**src/i2cp_pkg.sv**
```systemverilog
`default_nettype none
package i2cp_pkg;
  // control/status register bit positions
  localparam int CSR_PIN = 7;  // pending-not flag, low while a byte waits
  localparam int CSR_ESO = 6;  // serial enable bit
  localparam int CSR_ES1 = 5;  // register select bit one
  localparam int CSR_ES2 = 4;  // register select bit two
  localparam int CSR_ENI = 3;  // interrupt enable flag

  // reset values: every flag clear except pending-not
  localparam logic [7:0] CSR_RST = 8'h80;
  localparam logic [7:0] VEC_RST = 8'h00;
  localparam logic [7:0] OWN_RST = 8'h00;
  localparam logic [7:0] CLK_RST = 8'h00;
  localparam logic [7:0] DAT_RST = 8'h00;

  // indirect register codes {serial enable, select one, select two}
  localparam logic [2:0] SEL_OWN  = 3'h0;
  localparam logic [2:0] SEL_CLK  = 3'h1;
  localparam logic [2:0] SEL_VEC  = 3'h2;
  localparam logic [2:0] SEL_DATA = 3'h4;

  // host bus styles
  localparam logic MODE_SEP = 1'b0;  // separate read and write strobes
  localparam logic MODE_HS  = 1'b1;  // asynchronous handshake, r/w plus ack

  // strobe output pulse timing
  localparam int CLK_NS     = 20;
  localparam int STROBE_NS  = 100;
  localparam int STROBE_CYC = (STROBE_NS + CLK_NS - 1) / CLK_NS;
  localparam int STROBE_W   = 4;

  // host access sequencer
  typedef enum logic [1:0] {
    ST_IDLE = 2'b01,
    ST_BUSY = 2'b10
  } i2cp_state_t;
endpackage
`default_nettype wire

```
**src/i2cp_pin_if.sv**
```systemverilog
`default_nettype none
interface i2cp_pin_if;
  logic long_dist;  // four-wire long-distance mode
  logic sda_drive;  // engine pulls data low
  logic scl_drive;  // engine pulls clock low
  logic irq_req;    // interrupt request from the core
  logic sda_level;  // sensed serial data
  logic scl_level;  // sensed serial clock
  logic irq_ack_in_n;     // interrupt acknowledge, active low

  modport core (output long_dist, sda_drive, scl_drive, irq_req,
                input  sda_level, scl_level, irq_ack_in_n);
  modport pins (input  long_dist, sda_drive, scl_drive, irq_req,
                output sda_level, scl_level, irq_ack_in_n);
endinterface
`default_nettype wire

```
**src/i2cp_pin_mux.sv**
```systemverilog
`default_nettype none
module i2cp_pin_mux
  import i2cp_pkg::*;
(
  // clock and reset
  input  wire logic  sys_clk_in,
  input  wire logic  rst_n_in,
  // core side
  i2cp_pin_if.pins   pif,
  // pins
  input  wire logic  sda_pin_in,
  output var  logic  sda_pin_out,
  output var  logic  sda_pin_oe_out,
  input  wire logic  scl_pin_in,
  output var  logic  scl_pin_oe_out,
  input  wire logic  irq_ack_pin_in,
  output var  logic  irq_pin_out,
  output var  logic  irq_pin_oe_out
);
  logic sda_o_nxt, sda_oe_nxt, scl_oe_nxt, irq_o_nxt, irq_oe_nxt;

  // sensed levels; in long mode data comes in on the acknowledge pin
  assign pif.sda_level = pif.long_dist ? irq_ack_pin_in : sda_pin_in;
  assign pif.scl_level = scl_pin_in;
  assign pif.irq_ack_in_n    = pif.long_dist ? 1'b1 : irq_ack_pin_in;

  always_comb begin
    sda_o_nxt  = 1'b0;
    sda_oe_nxt = pif.sda_drive;
    scl_oe_nxt = pif.scl_drive;
    irq_o_nxt  = 1'b0;
    irq_oe_nxt = pif.irq_req;
    if (pif.long_dist) begin
      sda_o_nxt  = ~pif.sda_drive;  // push-pull, line drivers follow
      sda_oe_nxt = 1'b1;
      scl_oe_nxt = 1'b0;            // clock pin is input only
      irq_o_nxt  = ~pif.scl_drive;
      irq_oe_nxt = 1'b1;
    end
  end

  // pins come from flops so no glitch reaches the wires
  always_ff @(posedge sys_clk_in or negedge rst_n_in) begin
    if (!rst_n_in) begin
      sda_pin_out    <= 1'b0;
      sda_pin_oe_out <= 1'b0;
      scl_pin_oe_out <= 1'b0;
      irq_pin_out    <= 1'b0;
      irq_pin_oe_out <= 1'b0;
    end else begin
      sda_pin_out    <= sda_o_nxt;
      sda_pin_oe_out <= sda_oe_nxt;
      scl_pin_oe_out <= scl_oe_nxt;
      irq_pin_out    <= irq_o_nxt;
      irq_pin_oe_out <= irq_oe_nxt;
    end
  end

  a_long_pin_map: assert property (@(posedge sys_clk_in) disable iff (!rst_n_in)
    pif.long_dist |=> sda_pin_oe_out && irq_pin_oe_out && !scl_pin_oe_out)
    else $error("long mode pin directions wrong");
endmodule
`default_nettype wire

```
**src/i2cp_host_port.sv**
```systemverilog
// How it works
// - Outside long-distance mode, acknowledge with interrupts enabled puts the vector register on the data bus.
// - Outside long-distance mode, interrupt pin drives only while the interrupt enable flag is set.
// - With interrupts enabled, interrupt asserts whenever pending-not is clear.
// - Each completed byte on the serial bus clears pending-not.
// - Register select high addresses the control/status register.
// - Register select low picks a register by serial enable and two select bits.
// - Reset clears every flag but sets pending-not.
// - Read pin is read strobe, or open-drain transfer acknowledge in handshake mode.
// - Long-distance mode turns four pins into unidirectional serial lines.
// - Reset pin can also be driven by the device as a strobe.
// - Long-distance transfers are controlled as in two-wire mode.
`default_nettype none
module i2cp_host_port
  import i2cp_pkg::*;
#(
  parameter int STROBE_LEN = STROBE_CYC
) (
  // clock and reset
  input  wire logic        sys_clk_in,
  input  wire logic        rst_n_in,
  // configuration
  input  wire logic        bus_mode_in,
  input  wire logic        long_dist_in,
  // host bus
  input  wire logic        cs_n_in,
  input  wire logic        register_select_in,
  input  wire logic        rd_n_in,
  input  wire logic        wr_n_in,
  input  wire logic [7:0]  host_data_in,
  output var  logic [7:0]  host_data_out,
  output var  logic        host_data_oe_out,
  output var  logic        transfer_ack_oe_out,
  // status
  output var  logic [7:0]  ctrl_status_out,
  // byte engine side
  input  wire logic        byte_done_in,
  input  wire logic        rx_load_in,
  input  wire logic [7:0]  rx_byte_in,
  input  wire logic        eng_sda_drive_in,
  input  wire logic        eng_scl_drive_in,
  output var  logic        eng_sda_level_out,
  output var  logic        eng_scl_level_out,
  output var  logic [7:0]  tx_byte_out,
  output var  logic        tx_load_out,
  output var  logic [7:0]  own_addr_out,
  output var  logic [7:0]  clk_cfg_out,
  // strobe on the reset pin
  input  wire logic        strobe_req_in,
  output var  logic        strobe_oe_out,
  // serial pins
  input  wire logic        sda_pin_in,
  output var  logic        sda_pin_out,
  output var  logic        sda_pin_oe_out,
  input  wire logic        scl_pin_in,
  output var  logic        scl_pin_oe_out,
  input  wire logic        irq_ack_in,
  output var  logic        irq_pin_out,
  output var  logic        irq_pin_oe_out
);
  // counter must fit its register and last at least one cycle
  if (STROBE_LEN < 1 || STROBE_LEN > 15) begin : g_bad_len
    $error("STROBE_LEN out of range");
  end

  i2cp_pin_if pif ();

  i2cp_pin_mux u_mux (
    .sys_clk_in     (sys_clk_in),
    .rst_n_in       (rst_n_in),
    .pif            (pif.pins),
    .sda_pin_in     (sda_pin_in),
    .sda_pin_out    (sda_pin_out),
    .sda_pin_oe_out (sda_pin_oe_out),
    .scl_pin_in     (scl_pin_in),
    .scl_pin_oe_out (scl_pin_oe_out),
    .irq_ack_pin_in (irq_ack_in),
    .irq_pin_out    (irq_pin_out),
    .irq_pin_oe_out (irq_pin_oe_out)
  );

  // engine and mode go straight to the pin mux
  assign pif.long_dist = long_dist_in;
  assign pif.sda_drive = eng_sda_drive_in;
  assign pif.scl_drive = eng_scl_drive_in;

  i2cp_state_t      state_r, state_nxt;
  logic             rdacc_r, rdacc_nxt;
  logic [7:0]       ctrl_status_reg, csr_nxt;
  logic [7:0]       irq_vector_reg, vec_nxt;
  logic [7:0]       own_r, own_nxt, clk_r, clk_nxt, dat_r, dat_nxt;
  logic [7:0]       dout_nxt;
  logic             doe_nxt, ack_nxt, load_nxt, irq_r, irq_nxt;
  logic [STROBE_W-1:0] strobe_cnt_r, strobe_cnt_nxt;
  logic             start, is_rd, done, take;
  logic [2:0]       sel;
  logic [7:0]       rd_mux;
  logic             irq_enable_flag, serial_enable_bit;
  logic             reg_select_bit_one, reg_select_bit_two;

  assign irq_enable_flag    = ctrl_status_reg[CSR_ENI];
  assign serial_enable_bit  = ctrl_status_reg[CSR_ESO];
  assign reg_select_bit_one = ctrl_status_reg[CSR_ES1];
  assign reg_select_bit_two = ctrl_status_reg[CSR_ES2];
  assign sel = {serial_enable_bit, reg_select_bit_one, reg_select_bit_two};

  // pin roles follow the bus style
  // write pin is strobe or direction
  always_comb begin
    if (bus_mode_in == MODE_HS) begin
      start = ~cs_n_in;
      is_rd = wr_n_in;  // high means read
      done  = cs_n_in;
    end else begin
      start = ~cs_n_in & (~rd_n_in | ~wr_n_in);
      is_rd = ~rd_n_in; // both low counts as a read
      done  = cs_n_in | (rd_n_in & wr_n_in);
    end
  end
  assign take = (state_r == ST_IDLE) & start;

  // select low decodes the indirect register
  always_comb begin
    if (register_select_in) begin
      rd_mux = ctrl_status_reg;
    end else begin
      case (sel)
        SEL_OWN:  rd_mux = own_r;
        SEL_CLK:  rd_mux = clk_r;
        SEL_VEC:  rd_mux = irq_vector_reg;
        SEL_DATA: rd_mux = dat_r;
        default:  rd_mux = 8'h00;
      endcase
    end
  end

  // access sequencer and bus drive
  always_comb begin
    state_nxt = state_r;
    rdacc_nxt = rdacc_r;
    dout_nxt  = host_data_out;
    doe_nxt   = 1'b0;
    ack_nxt   = 1'b0;
    case (state_r)
      ST_IDLE: begin
        if (take) begin
          state_nxt = ST_BUSY;
          rdacc_nxt = is_rd;
          doe_nxt   = is_rd;
          ack_nxt   = (bus_mode_in == MODE_HS);
          if (is_rd) begin
            dout_nxt = rd_mux;
          end
        end else if (!pif.irq_ack_in_n && irq_enable_flag) begin
          doe_nxt  = 1'b1;
          dout_nxt = irq_vector_reg;
        end
      end
      ST_BUSY: begin
        if (done) begin
          state_nxt = ST_IDLE;
        end else begin
          doe_nxt = rdacc_r;  // read data holds until the strobe ends
          ack_nxt = (bus_mode_in == MODE_HS);
        end
      end
      default: state_nxt = ST_IDLE;
    endcase
  end

  always_ff @(posedge sys_clk_in or negedge rst_n_in) begin
    if (!rst_n_in) begin
      state_r             <= ST_IDLE;
      rdacc_r             <= 1'b0;
      host_data_out       <= 8'h00;
      host_data_oe_out    <= 1'b0;
      transfer_ack_oe_out <= 1'b0;
    end else begin
      state_r             <= state_nxt;
      rdacc_r             <= rdacc_nxt;
      host_data_out       <= dout_nxt;
      host_data_oe_out    <= doe_nxt;
      transfer_ack_oe_out <= ack_nxt;
    end
  end

  // register file; a host data access sets pending-not again
  always_comb begin
    csr_nxt  = ctrl_status_reg;
    vec_nxt  = irq_vector_reg;
    own_nxt  = own_r;
    clk_nxt  = clk_r;
    dat_nxt  = dat_r;
    load_nxt = 1'b0;
    if (take && !is_rd) begin
      if (register_select_in) begin
        csr_nxt = host_data_in;
      end else begin
        case (sel)
          SEL_OWN:  own_nxt = host_data_in;
          SEL_CLK:  clk_nxt = host_data_in;
          SEL_VEC:  vec_nxt = host_data_in;
          SEL_DATA: begin
            dat_nxt          = host_data_in;
            load_nxt         = 1'b1;
            csr_nxt[CSR_PIN] = 1'b1;
          end
          default:  csr_nxt = ctrl_status_reg;  // unused codes ignore writes
        endcase
      end
    end
    if (take && is_rd && !register_select_in && sel == SEL_DATA) begin
      csr_nxt[CSR_PIN] = 1'b1;
    end
    if (rx_load_in) begin
      dat_nxt = rx_byte_in;
    end
    // byte complete clears pending-not, beating a host set
    if (byte_done_in) begin
      csr_nxt[CSR_PIN] = 1'b0;
    end
    irq_nxt = csr_nxt[CSR_ENI] & ~csr_nxt[CSR_PIN];
  end

  always_ff @(posedge sys_clk_in or negedge rst_n_in) begin
    if (!rst_n_in) begin
      ctrl_status_reg <= CSR_RST;
      irq_vector_reg  <= VEC_RST;
      own_r           <= OWN_RST;
      clk_r           <= CLK_RST;
      dat_r           <= DAT_RST;
      tx_load_out     <= 1'b0;
      irq_r           <= 1'b0;
    end else begin
      ctrl_status_reg <= csr_nxt;
      irq_vector_reg  <= vec_nxt;
      own_r           <= own_nxt;
      clk_r           <= clk_nxt;
      dat_r           <= dat_nxt;
      tx_load_out     <= load_nxt;
      irq_r           <= irq_nxt;
    end
  end

  // request leaves from the next value so the pin flop lines up with the enable flag
  assign pif.irq_req = irq_nxt;

  // plain copies so every output leaves from a flop
  always_ff @(posedge sys_clk_in or negedge rst_n_in) begin
    if (!rst_n_in) begin
      ctrl_status_out   <= CSR_RST;
      tx_byte_out       <= DAT_RST;
      own_addr_out      <= OWN_RST;
      clk_cfg_out       <= CLK_RST;
      eng_sda_level_out <= 1'b1;
      eng_scl_level_out <= 1'b1;
    end else begin
      ctrl_status_out   <= csr_nxt;
      tx_byte_out       <= dat_nxt;
      own_addr_out      <= own_nxt;
      clk_cfg_out       <= clk_nxt;
      eng_sda_level_out <= pif.sda_level;
      eng_scl_level_out <= pif.scl_level;
    end
  end

  // fixed-length strobe on the reset pin
  // retrigger is ignored so the pulse width never stretches;
  // the board must keep this pulse away from the device's own reset
  always_comb begin
    strobe_cnt_nxt = strobe_cnt_r;
    if (strobe_cnt_r != '0) begin
      strobe_cnt_nxt = strobe_cnt_r - 1'b1;
    end else if (strobe_req_in) begin
      strobe_cnt_nxt = STROBE_W'(STROBE_LEN);
    end
  end

  always_ff @(posedge sys_clk_in or negedge rst_n_in) begin
    if (!rst_n_in) begin
      strobe_cnt_r  <= '0;
      strobe_oe_out <= 1'b0;
    end else begin
      strobe_cnt_r  <= strobe_cnt_nxt;
      strobe_oe_out <= (strobe_cnt_nxt != '0);
    end
  end

  a_vector_on_ack: assert property (@(posedge sys_clk_in) disable iff (!rst_n_in)
    (state_r == ST_IDLE && !start && !pif.irq_ack_in_n && irq_enable_flag)
      |=> host_data_oe_out && host_data_out == $past(irq_vector_reg))
    else $error("vector not driven on acknowledge");

  a_irq_disabled: assert property (@(posedge sys_clk_in) disable iff (!rst_n_in)
    !irq_enable_flag && !$past(pif.long_dist) |-> !irq_pin_oe_out)
    else $error("interrupt driven while disabled");

  a_irq_on_byte: assert property (@(posedge sys_clk_in) disable iff (!rst_n_in)
    byte_done_in && irq_enable_flag && !(take && !is_rd && register_select_in)
      |=> irq_r && irq_pin_oe_out)
    else $error("interrupt missing after byte");

  a_byte_clears_pin: assert property (@(posedge sys_clk_in) disable iff (!rst_n_in)
    byte_done_in |=> !ctrl_status_reg[CSR_PIN] && !ctrl_status_out[CSR_PIN])
    else $error("pending-not not cleared");

  a_csr_read: assert property (@(posedge sys_clk_in) disable iff (!rst_n_in)
    take && is_rd && register_select_in
      |=> host_data_oe_out && host_data_out == $past(ctrl_status_reg))
    else $error("control/status read wrong");

  a_indirect_read: assert property (@(posedge sys_clk_in) disable iff (!rst_n_in)
    take && is_rd && !register_select_in && sel == SEL_VEC
      |=> host_data_out == $past(irq_vector_reg))
    else $error("indirect read wrong");

  a_reset_flags: assert property (@(posedge sys_clk_in) disable iff (!rst_n_in)
    $rose(rst_n_in) |-> ctrl_status_reg == CSR_RST && !irq_r)
    else $error("reset state wrong");

  a_handshake_ack: assert property (@(posedge sys_clk_in) disable iff (!rst_n_in)
    take && bus_mode_in == MODE_HS && !cs_n_in ##1 !cs_n_in
      |=> transfer_ack_oe_out && $past(transfer_ack_oe_out))
    else $error("transfer acknowledge missing");

  a_strobe_width: assert property (@(posedge sys_clk_in) disable iff (!rst_n_in)
    strobe_req_in && strobe_cnt_r == '0 && STROBE_LEN == 5
      |=> strobe_oe_out [*5] ##1 !strobe_oe_out)
    else $error("strobe width wrong");
endmodule
`default_nettype wire

```
**config.mk**
```make
export PLATFORM = sky130hd
export DESIGN_NAME = i2cp_host_port
export DESIGN_NICKNAME = d
export VERILOG_FILES = /design/src/i2cp_pkg.sv /design/src/i2cp_pin_if.sv /design/src/i2cp_pin_mux.sv /design/src/i2cp_host_port.sv
export SDC_FILE = /design/constraint.sdc
export NUM_CORES = 1
export LEC_CHECK = 0
export CORE_ASPECT_RATIO = 1.5
export CORE_MARGIN = 3
export CORE_UTILIZATION = 45
export DETAILED_ROUTE_END_ITERATION = 10
export DONT_BUFFER_PORTS = 1
export PLACE_DENSITY = 0.68
export SETUP_SLACK_MARGIN = 0.05
export SLEW_MARGIN = 20
export SYNTH_ARGS = -nofsm -noshare
export SYNTH_HDL_FRONTEND = slang
export SYNTH_SLANG_ARGS = --single-unit
```
**constraint.sdc**
```tcl
create_clock -name sys_clk_in -period 1.8 [get_ports sys_clk_in]
set_input_delay 0.54 -clock sys_clk_in [delete_from_list [all_inputs] [get_ports sys_clk_in]]
set_output_delay 0.54 -clock sys_clk_in [all_outputs]
set_load 0.03 [all_outputs]
```
==> summary.md, run 1 <==
| Metric | Value |
|---|---|
| Worst Setup Path Type | register to register |
| Area delta synth->final | 33.6% |
| Most instantiated cells after synthesis | dfrtp_1 (62), mux2_2 (44), nor4bb_1 (16) |
| Status | finished with violations |
| Final Max Slew Viols | 0 |
| RSZ-0062 raised after global routing | true |
| Synth Flop Type | dfrtp_1 |
| Final Hold Viols | 62 |
| Worst-case reg-to-reg path depth | 5 |
| Final nets | 361 |
| Number of diodes | 0 |
| Buffers on Ports | 0 |
| Synth top area share | 0.475 |
| Syn. warnings | 0 |
| Row count | 37 |
| DR iter-0 viols | 77 |
| Netlist cell types | 45 |
| Synth Register Bits | 66 |
| Die Wd | 75.6 um |
| Hold Worst Slack | -0.115 ns |
| Post-synthesis sequential area ratio | 0.507 |
| Startpoint types | register |
| Reg power frac | 0.364 |
| Area leader, netlist | dfrtp_1 |
| Final setup vio count | 10 |
| CTS tree | yes |
| Insertion delay to the later sink of the worst-skew pair | 0.35 ns |
| Vias in the first global route | 2,482 |
| First-pass GRT wire length | 13.1 mm |
| Clock sinks | 66 |
| Worst hold path class | input port to asynchronous set/reset pin |
| All-Layer GR Usage | 0.216 |
| Max-slew headroom | 0.665 |
| Asr flop ratio synth | 1.00 |
| Max stage delay on crit path | 0.55 ns |
| Final critical-path required period | 1.86 ns |
| H-tree Lvls | 3 |
| Post-route ant nets | 0 |
| Non-Filler Instances | 409 |
| Logic pwr share | 0.479 |
| Clock Tree Root | clkbuf_8 |
| P_int | 0.00418 W |
| Longest Clk Path Bufs | 2 |
| MaxCap Viol Count | 0 |
| Die Y | 110 um |
| CP Capture Type | register |
| Crit-path slowest cell | dfstp_2 |
| Syn avg cell area | 12.3 um^2 |
| Cells after synthesis | 265 |
| Skew final | 0.00830 ns |
| Worst EP arrival | 2.11 ns |
| Failing checks | negative hold slack, negative setup slack |
| Via density | 5.80 |
| Critical-path cell list | ha_4 -> nand2b_4 -> or4b_4 -> mux2_4 -> a31o_1 |
| Critical Path RT | 2.04 ns |
| Top post-synthesis cells by area | dfrtp_1 (48%), mux2_2 (15%), nor4bb_1 (4.9%) |
| Starting Density | 0.470 |
| Highest Clock Rate | 0.536 GHz |
| Max FO, Critical Path | 5 |
| Die area | 8340 um^2 |
| Sw Share | 0.401 |
| Syn_nets | 300 |
| Pwr Density | 1600 nW/um^2 |
| Flop2flop setup slack | -0.06 ns |
| Largest net degree at the start of global routing | 67 |
| Cts bufs inserted | 9 |
| Core area | 6940 um^2 |
| Register clock-pin slew on the reported worst setup and hold paths | 0.07 ns |
| Synthesized area | 3270 um^2 |
| IO Pins | 83 |
| Number of synthesized flops with an enable pin | 0 |
| Leak pwr | 1.90 nW |
| Final setup margin | -0.0646 ns |
| RD Place Congestion | 0.789 |
| DR vias | 2,371 |
| DRC | 0 |
| Dpl cells | 385 |
| Count leader, synth | dfrtp_1 |
| Worst Tran Pin Value | 0.496 ns |
| Initial antenna violation count | 0 |
| Pre-antenna DRT Iters | 4 |
| Share of layout cells above drive strength 1 | 0.517 |
| Worst vdd ir | 0.911 mV |
| Routed wire length | 8.32 mm |
| Switching Power | 0.00280 W |
| Avg WL per Cell | 20.3 um |
| Dpl hpwl | 5.81 mm |
| Final Cycle Share | 1.04 |
| Clock Power Share | 0.157 |
| Remaining global-route overflow | 0 |
-- layout by cell type (no fill, tap or decap), drive strengths merged --
cell,count
a2111oi,8
a211o,1
a21bo,1
a21o,2
a21oi,3
a31o,1
and3b,1
buf,66
clkbuf,11
clkinv,3
clkinvlp,2
dfrtp,62
dfstp,4
ha,3
inv,4
mux2,48
mux2i,10
nand2,12
nand2b,4
nand3,2
nand3b,3
nor2,9
nor2b,13
nor3,2
nor4,1
nor4b,2
nor4bb,16
o211ai,2
o21ai,18
o22a,1
o31ai,9
or2,2
or3,2
or4,1
or4b,2
-- routing by layer --
layer / part of all wire / global-route usage / vias up
li1: - / - / 1100
met1: 0.38 / 0.238 / 1181
met2: 0.54 / 0.379 / 77
met3: 0.062 / 0.0526 / 13
met4: 0.021 / 0.104 / 0
met5: 0 / 0 / -
-- worst paths after layout --
| check | startpoint | end |
|---|---|---|
| worst max-delay path | state_r[0]$_DFFE_PN1P_ | u_mux.irq_pin_oe_out$_DFF_PN0_ |
| worst min-delay path | rst_n_in | state_r[1]$_DFFE_PN0P_ |
| worst max register to register | state_r[0]$_DFFE_PN1P_ | u_mux.irq_pin_oe_out$_DFF_PN0_ |
| worst min register to register | rdacc_r$_DFFE_PN0P_ | rdacc_r$_DFFE_PN0P_ |
| max in group asynchronous | rst_n_in | state_r[0]$_DFFE_PN1P_ |
| min in group sys_clk_in | scl_pin_in | eng_scl_level_out$_DFF_PN1_ |
-- worst max-delay path: cells and delay by family, from the launching register on --
| kind | cells | cell delay, ns |
|---|---|---|
| AO/OA/AOI/OAI | 1 | 0.17 |
| adder cells (fa/ha/maj) | 1 | 0.14 |
| flip-flops | 1 | 0.55 |
| multiplexers | 1 | 0.32 |
| AND/OR/NAND/NOR | 2 | 0.58 |
-- stage by stage --
step | worst slack, ns | power (W) | utilization | TNS (ns) | cell area (um^2)
CTS | -0.0469 | 0.00690 | 0.617 | -0.190 | 4290
finish | -0.0646 | 0.00698 | 0.628 | -0.357 | 4360
global placement | -0.0627 | 0.00517 | 0.547 | -0.757 | 3800
floorplan | -0.149 | 0.00436 | - | -0.792 | 3370
global route | -0.103 | 0.00737 | 0.628 | -1.91 | 4360
detailed placement | -0.0756 | 0.00525 | 0.547 | -0.941 | 3800
-- logic make-up (layout without fill, tap and decap cells) --
family                   after synthesis  in the layout  share of synthesized area
adder cells (fa/ha/maj)                3              3                     0.0115
multiplexers                          58             58                      0.200
buffers and inverters                 20             86                     0.0310
AO/OA/AOI/OAI                         46             46                     0.0985
AND/OR/NAND/NOR                       72             72                      0.152
flip-flops                            66             66                      0.507
-- area by class of cell --
type / instances / area, um^2
flip-flops and latches: 66 / 1660
well taps: 78 / 97.6
repair buffers: 66 / 549
inverters: 4 / 15.0
clock inverters: 5 / 30.0
clock buffers: 11 / 141
multi-input cells: 179 / 1870
fillers: 523 / 2580
-- what timing repair did --
action,4_1_cts,5_1_grt
pin swaps,11,2
hold endpoints to repair,62,62
resized for setup,42,16
setup endpoints to repair,47,50
cloned,1,0
setup buffers,6,1
-- power by group through the flow --
stage	sequential, W	clock [W]	combinational, W
4_1_cts	0.00255	0.00113	0.00322
3_5_place_dp	0.00257	0	0.00268
3_3_place_gp	0.00255	0	0.00262
2_1_floorplan	0.00289	0	0.00147
5_1_grt	0.00260	0.00118	0.00359
6_report	0.00254	0.00109	0.00335
No activity file was read; power rests on OpenSTA's default activity.
==> inputs of run 2 (changes only) <==
HOLD_SLACK_MARGIN = 0.1   (was default)
PLACE_DENSITY = 0.66   (was 0.68)
clock period = 2.3 ns   (was 1.8 ns; I/O delays follow)
==> run 2 against run 1 <==
The run now ends clean. Via count is 9.0% lower. Critical path type unchanged. First-iteration DRC count increased by 27%. Worst setup slack gained 0.27 ns. Hold slack better by 0.29 ns. Global-route usage shrank 2.2 points. Register-to-register slack better by 0.27 ns. Largest cell class is now sequential cells.
==> summary.md, run 2 (synthesized netlist as in run 1, its figures left out) <==
| Metric | Value |
|---|---|
| Register Area | 1660 um^2 (-0.23%) |
| Worst Setup Path Type | register to register |
| Worst hold path class | input port to asynchronous set/reset pin |
| Most frequent cells in the layout | dfrtp_1 (62), mux2_2 (44), nor4bb_1 (16) |
| Critical R2R Capture | u_mux.irq_pin_oe_out$_DFF_PN0_ |
| MaxCap Viol Count | 0 (unchanged) |
| CTS tree | yes |
| Max-slew headroom | 0.582 (-0.0831) |
| Vias in the first global route | 2,291 (-7.7%) |
| Max FO, Critical Path | 12 (+7) |
| Routed wire length | 7.47 mm (-10%) |
| Dpl hpwl | 5.35 mm (-8.0%) |
| Fillers | 628 (+20%) |
| Final critical-path required period | 2.09 ns (+0.227 ns) |
| Die area | 8340 um^2 (unchanged) |
| Worst R2R Start | state_r[0]$_DFFE_PN1P_ |
| CP Capture Type | register |
| Cell family with most CP delay | simple AND/OR/NAND/NOR gates |
| Starting Density | 0.470 (unchanged) |
| Commonest non-fill, non-tap cell in the layout | dfrtp_1 |
| Flop2flop setup slack | 0.21 ns (+0.27 ns) |
| H-tree Lvls | 3 (unchanged) |
| Worst EP arrival | 2.32 ns (+0.21 ns) |
| Row count | 37 (unchanged) |
| Leak pwr | 1.56 nW (-18%) |
| Worst Tran Pin Value | 0.625 ns (+0.129 ns) |
| RD Place Congestion | 0.828 (+4.9%) |
| Final nets | 310 (-14%) |
| Longest Clk Path Bufs | 2 (unchanged) |
| Die Wd | 75.6 um (unchanged) |
| DR iter-0 viols | 98 (+27%) |
| Avg WL per Cell | 20.9 um (+2.6%) |
| Status | complete, no violations |
| Post-route ant nets | 0 (unchanged) |
| Insertion delay to the later sink of the worst-skew pair | 0.36 ns (about the same) |
| Area delta synth->final | 11.2% |
| Final setup vio count | 0 (-10) |
| First-pass GRT wire length | 12.0 mm (-8.4%) |
| Pre-antenna DRT Iters | 4 (unchanged) |
| Register clock-pin slew on the reported worst setup and hold paths | 0.07 ns (about the same) |
| Final Hold Viols | 0 (-100%) |
| Initial antenna violation count | 0 (unchanged) |
| Core area | 6940 um^2 (unchanged) |
| Number of diodes | 0 (unchanged) |
| Post-CTS sizing | 0 (-100%) |
| Startpoint types | register |
| Pwr Density | 1300 nW/um^2 (-19%) |
| Remaining global-route overflow | 0 (unchanged) |
| Skew final | 0.0200 ns (+0.0117 ns) |
| Buffers on Ports | 0 (unchanged) |
| Cts bufs inserted | 9 (unchanged) |
| Multi-input gate area | 1510 um^2 (-19%) |
| IO Pins | 83 (unchanged) |
| Die Y | 110 um (unchanged) |
| All-Layer GR Usage | 0.195 (-0.0215) |
| Worst path bufs/invs | 0 (unchanged) |
| Via density | 6.03 (+4.0%) |
| Critical Path RT | 2.53 ns (+0.49 ns) |
| Overall Power | 0.00470 W (-33%) |
| Setup TNS | 0 ns (+0.357 ns) |
| Share of layout cells above drive strength 1 | 0.311 (-0.206) |
| Worst-case reg-to-reg path depth | 5 (unchanged) |
| Clock sinks | 66 (unchanged) |
| Worst vdd ir | 0.639 mV (-30%) |
| Final Cycle Share | 0.910 (-0.126) |
| DRC | 0 (unchanged) |
| Critical-path cell list | ha_1 -> nand2b_4 -> or4b_1 -> mux2_4 -> a31o_1 |
| RSZ-0062 raised after global routing | false |
| Highest Clock Rate | 0.478 GHz (-11%) |
| Crit-path slowest cell | dfstp_2 |
| Final Max Slew Viols | 0 (unchanged) |
| Max stage delay on crit path | 0.55 ns (about the same) |
| DR vias | 2,158 (-9.0%) |
| Largest net degree at the start of global routing | 63 (-6.0%) |
| Clock Tree Root | clkbuf_8 |
-- run 2: cell count changes in the layout (fill, tap and decap cells not counted), moves of 3 or more --
cell	change
a2111oi_0	+6
o31ai_1	+5
dfrtp_1	+3
nor4bb_2	-5
nor4bb_1	+10
buf_4	-40
nor4bb_4	-5
o31ai_2	-5
clkinv_2	-3
buf_6	-11
mux2_4	-10
a2111oi_4	-8
dfrtp_2	-3
mux2_2	+9
-- run 2: metrics by stage --
| step | cells | hold slack [ns] | util | setup WS (ns) | cell area (um^2) |
|---|---|---|---|---|---|
| floorplan | 265 | 0.394 | - | 0.246 | 3270 |
| global placement | 341 | 0.398 | 0.487 | 0.265 | 3380 |
| detailed placement | 341 | 0.398 | 0.487 | 0.220 | 3380 |
| CTS | 358 | 0.154 | 0.523 | 0.203 | 3630 |
| global route | 358 | 0.159 | 0.523 | 0.0608 | 3630 |
| finish | 358 | 0.174 | 0.523 | 0.208 | 3630 |
-- run 2: routing by layer --
layer | vias to the layer above | track usage | share of wire
li1 | 1007 | - | -
met1 | 1062 | 0.230 | 0.40
met2 | 76 | 0.316 | 0.50
met3 | 13 | 0.0617 | 0.075
met4 | 0 | 0.0913 | 0.025
met5 | - | 0 | 0
-- run 2: final cells by class --
cell class | count | share of cell area
Multi-Input combinational cell | 179 | 0.415
Clock buffer | 12 | 0.0400
Inverter | 4 | 0.00414
Timing Repair Buffer | 15 | 0.0365
Clock inverter | 4 | 0.0210
Sequential cell | 66 | 0.456
Tap cell | 78 | 0.0269
-- run 2: what timing repair did --
action	in CTS	in global routing
setup buffers	0	0
endpoints found under the hold margin	62	0
hold buffers	1	0
-- run 2: power breakdown --
group / leakage, nW / internal, W / switching, W
logic: 0.624 / 0.000680 / 0.000651
registers: 0.829 / 0.00151 / 0.000777
clock network: 0.107 / 0.000642 / 0.000440
total: 1.56 / 0.00284 / 0.00187
-- run 2: how the worst max path moves through the flow --
stage / slack (ns) / cells after the start / from / end
after floorplan: 0.25 / 6 / register_select_in / tx_byte_out[6]$_DFFE_PN0P_
after global placement: 0.27 / 5 / state_r[0]$_DFFE_PN1P_ / u_mux.irq_pin_oe_out$_DFF_PN0_
after detailed placement: 0.22 / 5 / state_r[0]$_DFFE_PN1P_ / u_mux.irq_pin_oe_out$_DFF_PN0_
after CTS: 0.20 / 5 / state_r[0]$_DFFE_PN1P_ / own_addr_out[3]$_DFFE_PN0P_
after global routing: 0.06 / 5 / state_r[0]$_DFFE_PN1P_ / own_addr_out[3]$_DFFE_PN0P_
final: 0.21 / 5 / state_r[0]$_DFFE_PN1P_ / u_mux.irq_pin_oe_out$_DFF_PN0_
==> inputs of run 3 (changes only) <==
SETUP_SLACK_MARGIN = 0.5   (was 0.05)
==> run 3 against run 2 <==
Register-to-register slack improved by 0.16 ns. Final cell count grew 5.0%. Sequential share of layout area fell by 4.3 points. Clock-buffer cell count did not move. Final area rose by 11%. Global-route usage increased by 0.45 points. Maximum frequency increased by 8.1%. First-iteration DRC count shrank 23%.
==> summary.md, run 3 (synthesized netlist as in run 1, its figures left out) <==
| Metric | Value |
|---|---|
| Status | complete, no violations |
| Crit-path slowest cell | dfrtp_4 |
| Pwr Density | 1280 nW/um^2 (-1.3%) |
| Worst R2R Start | ctrl_status_out[6]$_DFFE_PN0P_ |
| Clock Tree Root | clkbuf_8 |
| Core area | 6940 um^2 (unchanged) |
| Switching Power | 0.00208 W (+11%) |
| Initial antenna violation count | 0 (unchanged) |
| All-Layer GR Usage | 0.199 (+0.00449) |
| Setup TNS | 0 ns (unchanged) |
| Critical-path cell list | buf_4 -> buf_4 -> mux2_2 -> a2111oi_4 -> o31ai_1 -> mux2_2 |
| Fillers | 561 (-11%) |
| Vias in the first global route | 2,340 (+2.1%) |
| Dpl hpwl | 5.25 mm (-1.8%) |
| MaxCap Viol Count | 0 (unchanged) |
| RSZ-0062 raised after global routing | true |
| Register clock-pin slew on the reported worst setup and hold paths | 0.07 ns (about the same) |
| Flop2flop setup slack | 0.36 ns (+0.16 ns) |
| DRC | 0 (unchanged) |
| Logic pwr share | 0.360 (+0.077) |
| Worst vdd ir | 0.677 mV (+5.9%) |
| Remaining global-route overflow | 0 (unchanged) |
| Share of layout cells above drive strength 1 | 0.440 (+0.129) |
| P_int | 0.00306 W (+8.0%) |
| IO Pins | 83 (unchanged) |
| Row count | 37 (unchanged) |
| Avg WL per Cell | 21.2 um (+1.5%) |
| Most frequent cells in the layout | dfrtp_1 (60), mux2_2 (41), buf_4 (27) |
| Buffers on Ports | 0 (unchanged) |
| Final nets | 328 (+5.8%) |
| CTS tree | yes |
| Clock Power Share | 0.196 (-0.034) |
| Sw Share | 0.404 (+0.00688) |
| DR vias | 2,273 (+5.3%) |
| Final Hold Viols | 0 (unchanged) |
| Highest Clock Rate | 0.517 GHz (+8.1%) |
| Met3 GRT Util | 0.0717 (+0.00998) |
| Longest Clk Path Bufs | 2 (unchanged) |
| Post-route ant nets | 0 (unchanged) |
| Critical Path RT | 2.54 ns (about the same) |
| Skew final | 0.00899 ns (-0.0111 ns) |
| Final Cycle Share | 0.842 (-0.0679) |
| Crit. Startpoint | ctrl_status_out[6]$_DFFE_PN0P_ |
| Cts bufs inserted | 9 (unchanged) |
| Worst slack, placed | 0.108 ns (-0.112 ns) |
| Routed wire length | 7.97 mm (+6.6%) |
| Worst-case reg-to-reg path depth | 6 (+1) |
| First-pass GRT wire length | 12.3 mm (+2.6%) |
| Max stage delay on crit path | 0.53 ns (-0.02 ns) |
| Startpoint types | register |
| Grt peak-use layer | met2 |
| Worst hold path class | input port to asynchronous set/reset pin |
| Worst EP arrival | 2.17 ns (-0.15 ns) |
| Final setup vio count | 0 (unchanged) |
| Insertion delay to the later sink of the worst-skew pair | 0.35 ns (about the same) |
| RD Place Congestion | 0.779 (-5.9%) |
| Die area | 8340 um^2 (unchanged) |
| H-tree Lvls | 3 (unchanged) |
| Final Max Slew Viols | 0 (unchanged) |
| Die Y | 110 um (unchanged) |
| Number of diodes | 0 (unchanged) |
| Met1 GRT Util | 0.232 (+0.00246) |
| Clock sinks | 66 (unchanged) |
| Largest net degree at the start of global routing | 67 (+6.3%) |
| Commonest non-fill, non-tap cell in the layout | dfrtp_1 |
| M2 GR Usage | 0.324 (+0.00803) |
| Pre-antenna DRT Iters | 6 (+2) |
| DR iter-0 viols | 75 (-23%) |
| Max-slew headroom | 0.595 (+0.0127) |
| Max FO, Critical Path | 7 (-5) |
| Area delta synth->final | 23.1% |
| Final critical-path required period | 1.94 ns (-0.156 ns) |
| Crit path capture | host_data_out[2]$_DFFE_PN0P_ |
| Final setup margin | 0.364 ns (+0.156 ns) |
| Starting Density | 0.470 (unchanged) |
| Worst Tran Pin Value | 0.600 ns (-0.0249 ns) |
| Reg power frac | 0.444 (-0.043) |
| CP Capture Type | register |
| Die Wd | 75.6 um (unchanged) |
| Worst Setup Path Type | register to register |
| Critical R2R Capture | host_data_out[2]$_DFFE_PN0P_ |
| Leak pwr | 1.71 nW (+9.5%) |
| Via density | 6.05 (+0.29%) |
==> run 3: cell count changes in the layout (fill, tap and decap cells not counted), sizes merged <==
| cell | before | now |
|---|---|---|
| buf | 15 | 33 |
| bufinv | 2 | 1 |
| clkinvlp | 1 | 2 |
==> run 3: final cells by class <==
class                      count  area [um^2]  share of cell area
tap                           78         97.6              0.0243
clock inverter                 4         50.0              0.0124
inverter                       4         15.0             0.00373
clock buffer                  12          155              0.0386
multi-input combinational    179         1770               0.440
timing repair buffer          33          270              0.0672
sequential                    66         1660               0.413
==> run 3: worst min-delay path by stage <==
stage / start / endpoint / slack (ns) / cells past startpoint
floorplan: rst_n_in / clk_cfg_out[0]$_DFFE_PN0P_ / 0.39 / 0
finish: rst_n_in / host_data_oe_out$_DFF_PN0_ / 0.03 / 0
CTS: rst_n_in / strobe_cnt_r[3]$_DFF_PN0_ / 0.01 / 0
global placement: rst_n_in / host_data_oe_out$_DFF_PN0_ / 0.40 / 0
global route: rst_n_in / clk_cfg_out[0]$_DFFE_PN0P_ / 0.01 / 0
detailed placement: rst_n_in / transfer_ack_oe_out$_DFF_PN0_ / 0.40 / 0
==> run 3: critical path: cells and delay by family (launching register included) <==
kind            cells  cell delay [ns]
flops               1             0.53
buf+inv             2             0.29
compound gates      2             0.45
mux                 2             0.56
==> run 3: through the flow <==
step            util  std cells  area, um^2  power (W)  hold slack (ns)
2_1_floorplan      -        265        3300    0.00330            0.394
3_3_place_gp   0.485        337        3370    0.00356            0.397
3_5_place_dp   0.485        337        3370    0.00360            0.397
4_1_cts        0.544        368        3770    0.00484           0.0102
5_1_grt        0.579        376        4020    0.00541           0.0136
6_report       0.579        376        4020    0.00514           0.0285
==> run 3: what timing repair did <==
action | 4_1_cts | 5_1_grt
buffers inserted | 14 | 8
hold endpoints to repair | 62 | 62
pin swaps | 2 | 12
gates resized for setup | 26 | 32
endpoints found under the setup margin | 51 | 48
cloned | 1 | 0
==> run 3: layer usage <==
metal / up-vias / part of all wire
li1: 1044 / -
met1: 1132 / 0.40
met2: 82 / 0.50
met3: 15 / 0.074
met4: 0 / 0.024
met5: - / 0
==> run 3: power by group through the flow <==
stage / registers (W) / logic, W / clock network (W)
floorplan: 0.00225 / 0.00105 / 0
global placement: 0.00234 / 0.00122 / 0
detailed placement: 0.00235 / 0.00125 / 0
CTS: 0.00229 / 0.00153 / 0.00103
global route: 0.00234 / 0.00200 / 0.00107
finish: 0.00228 / 0.00185 / 0.00101
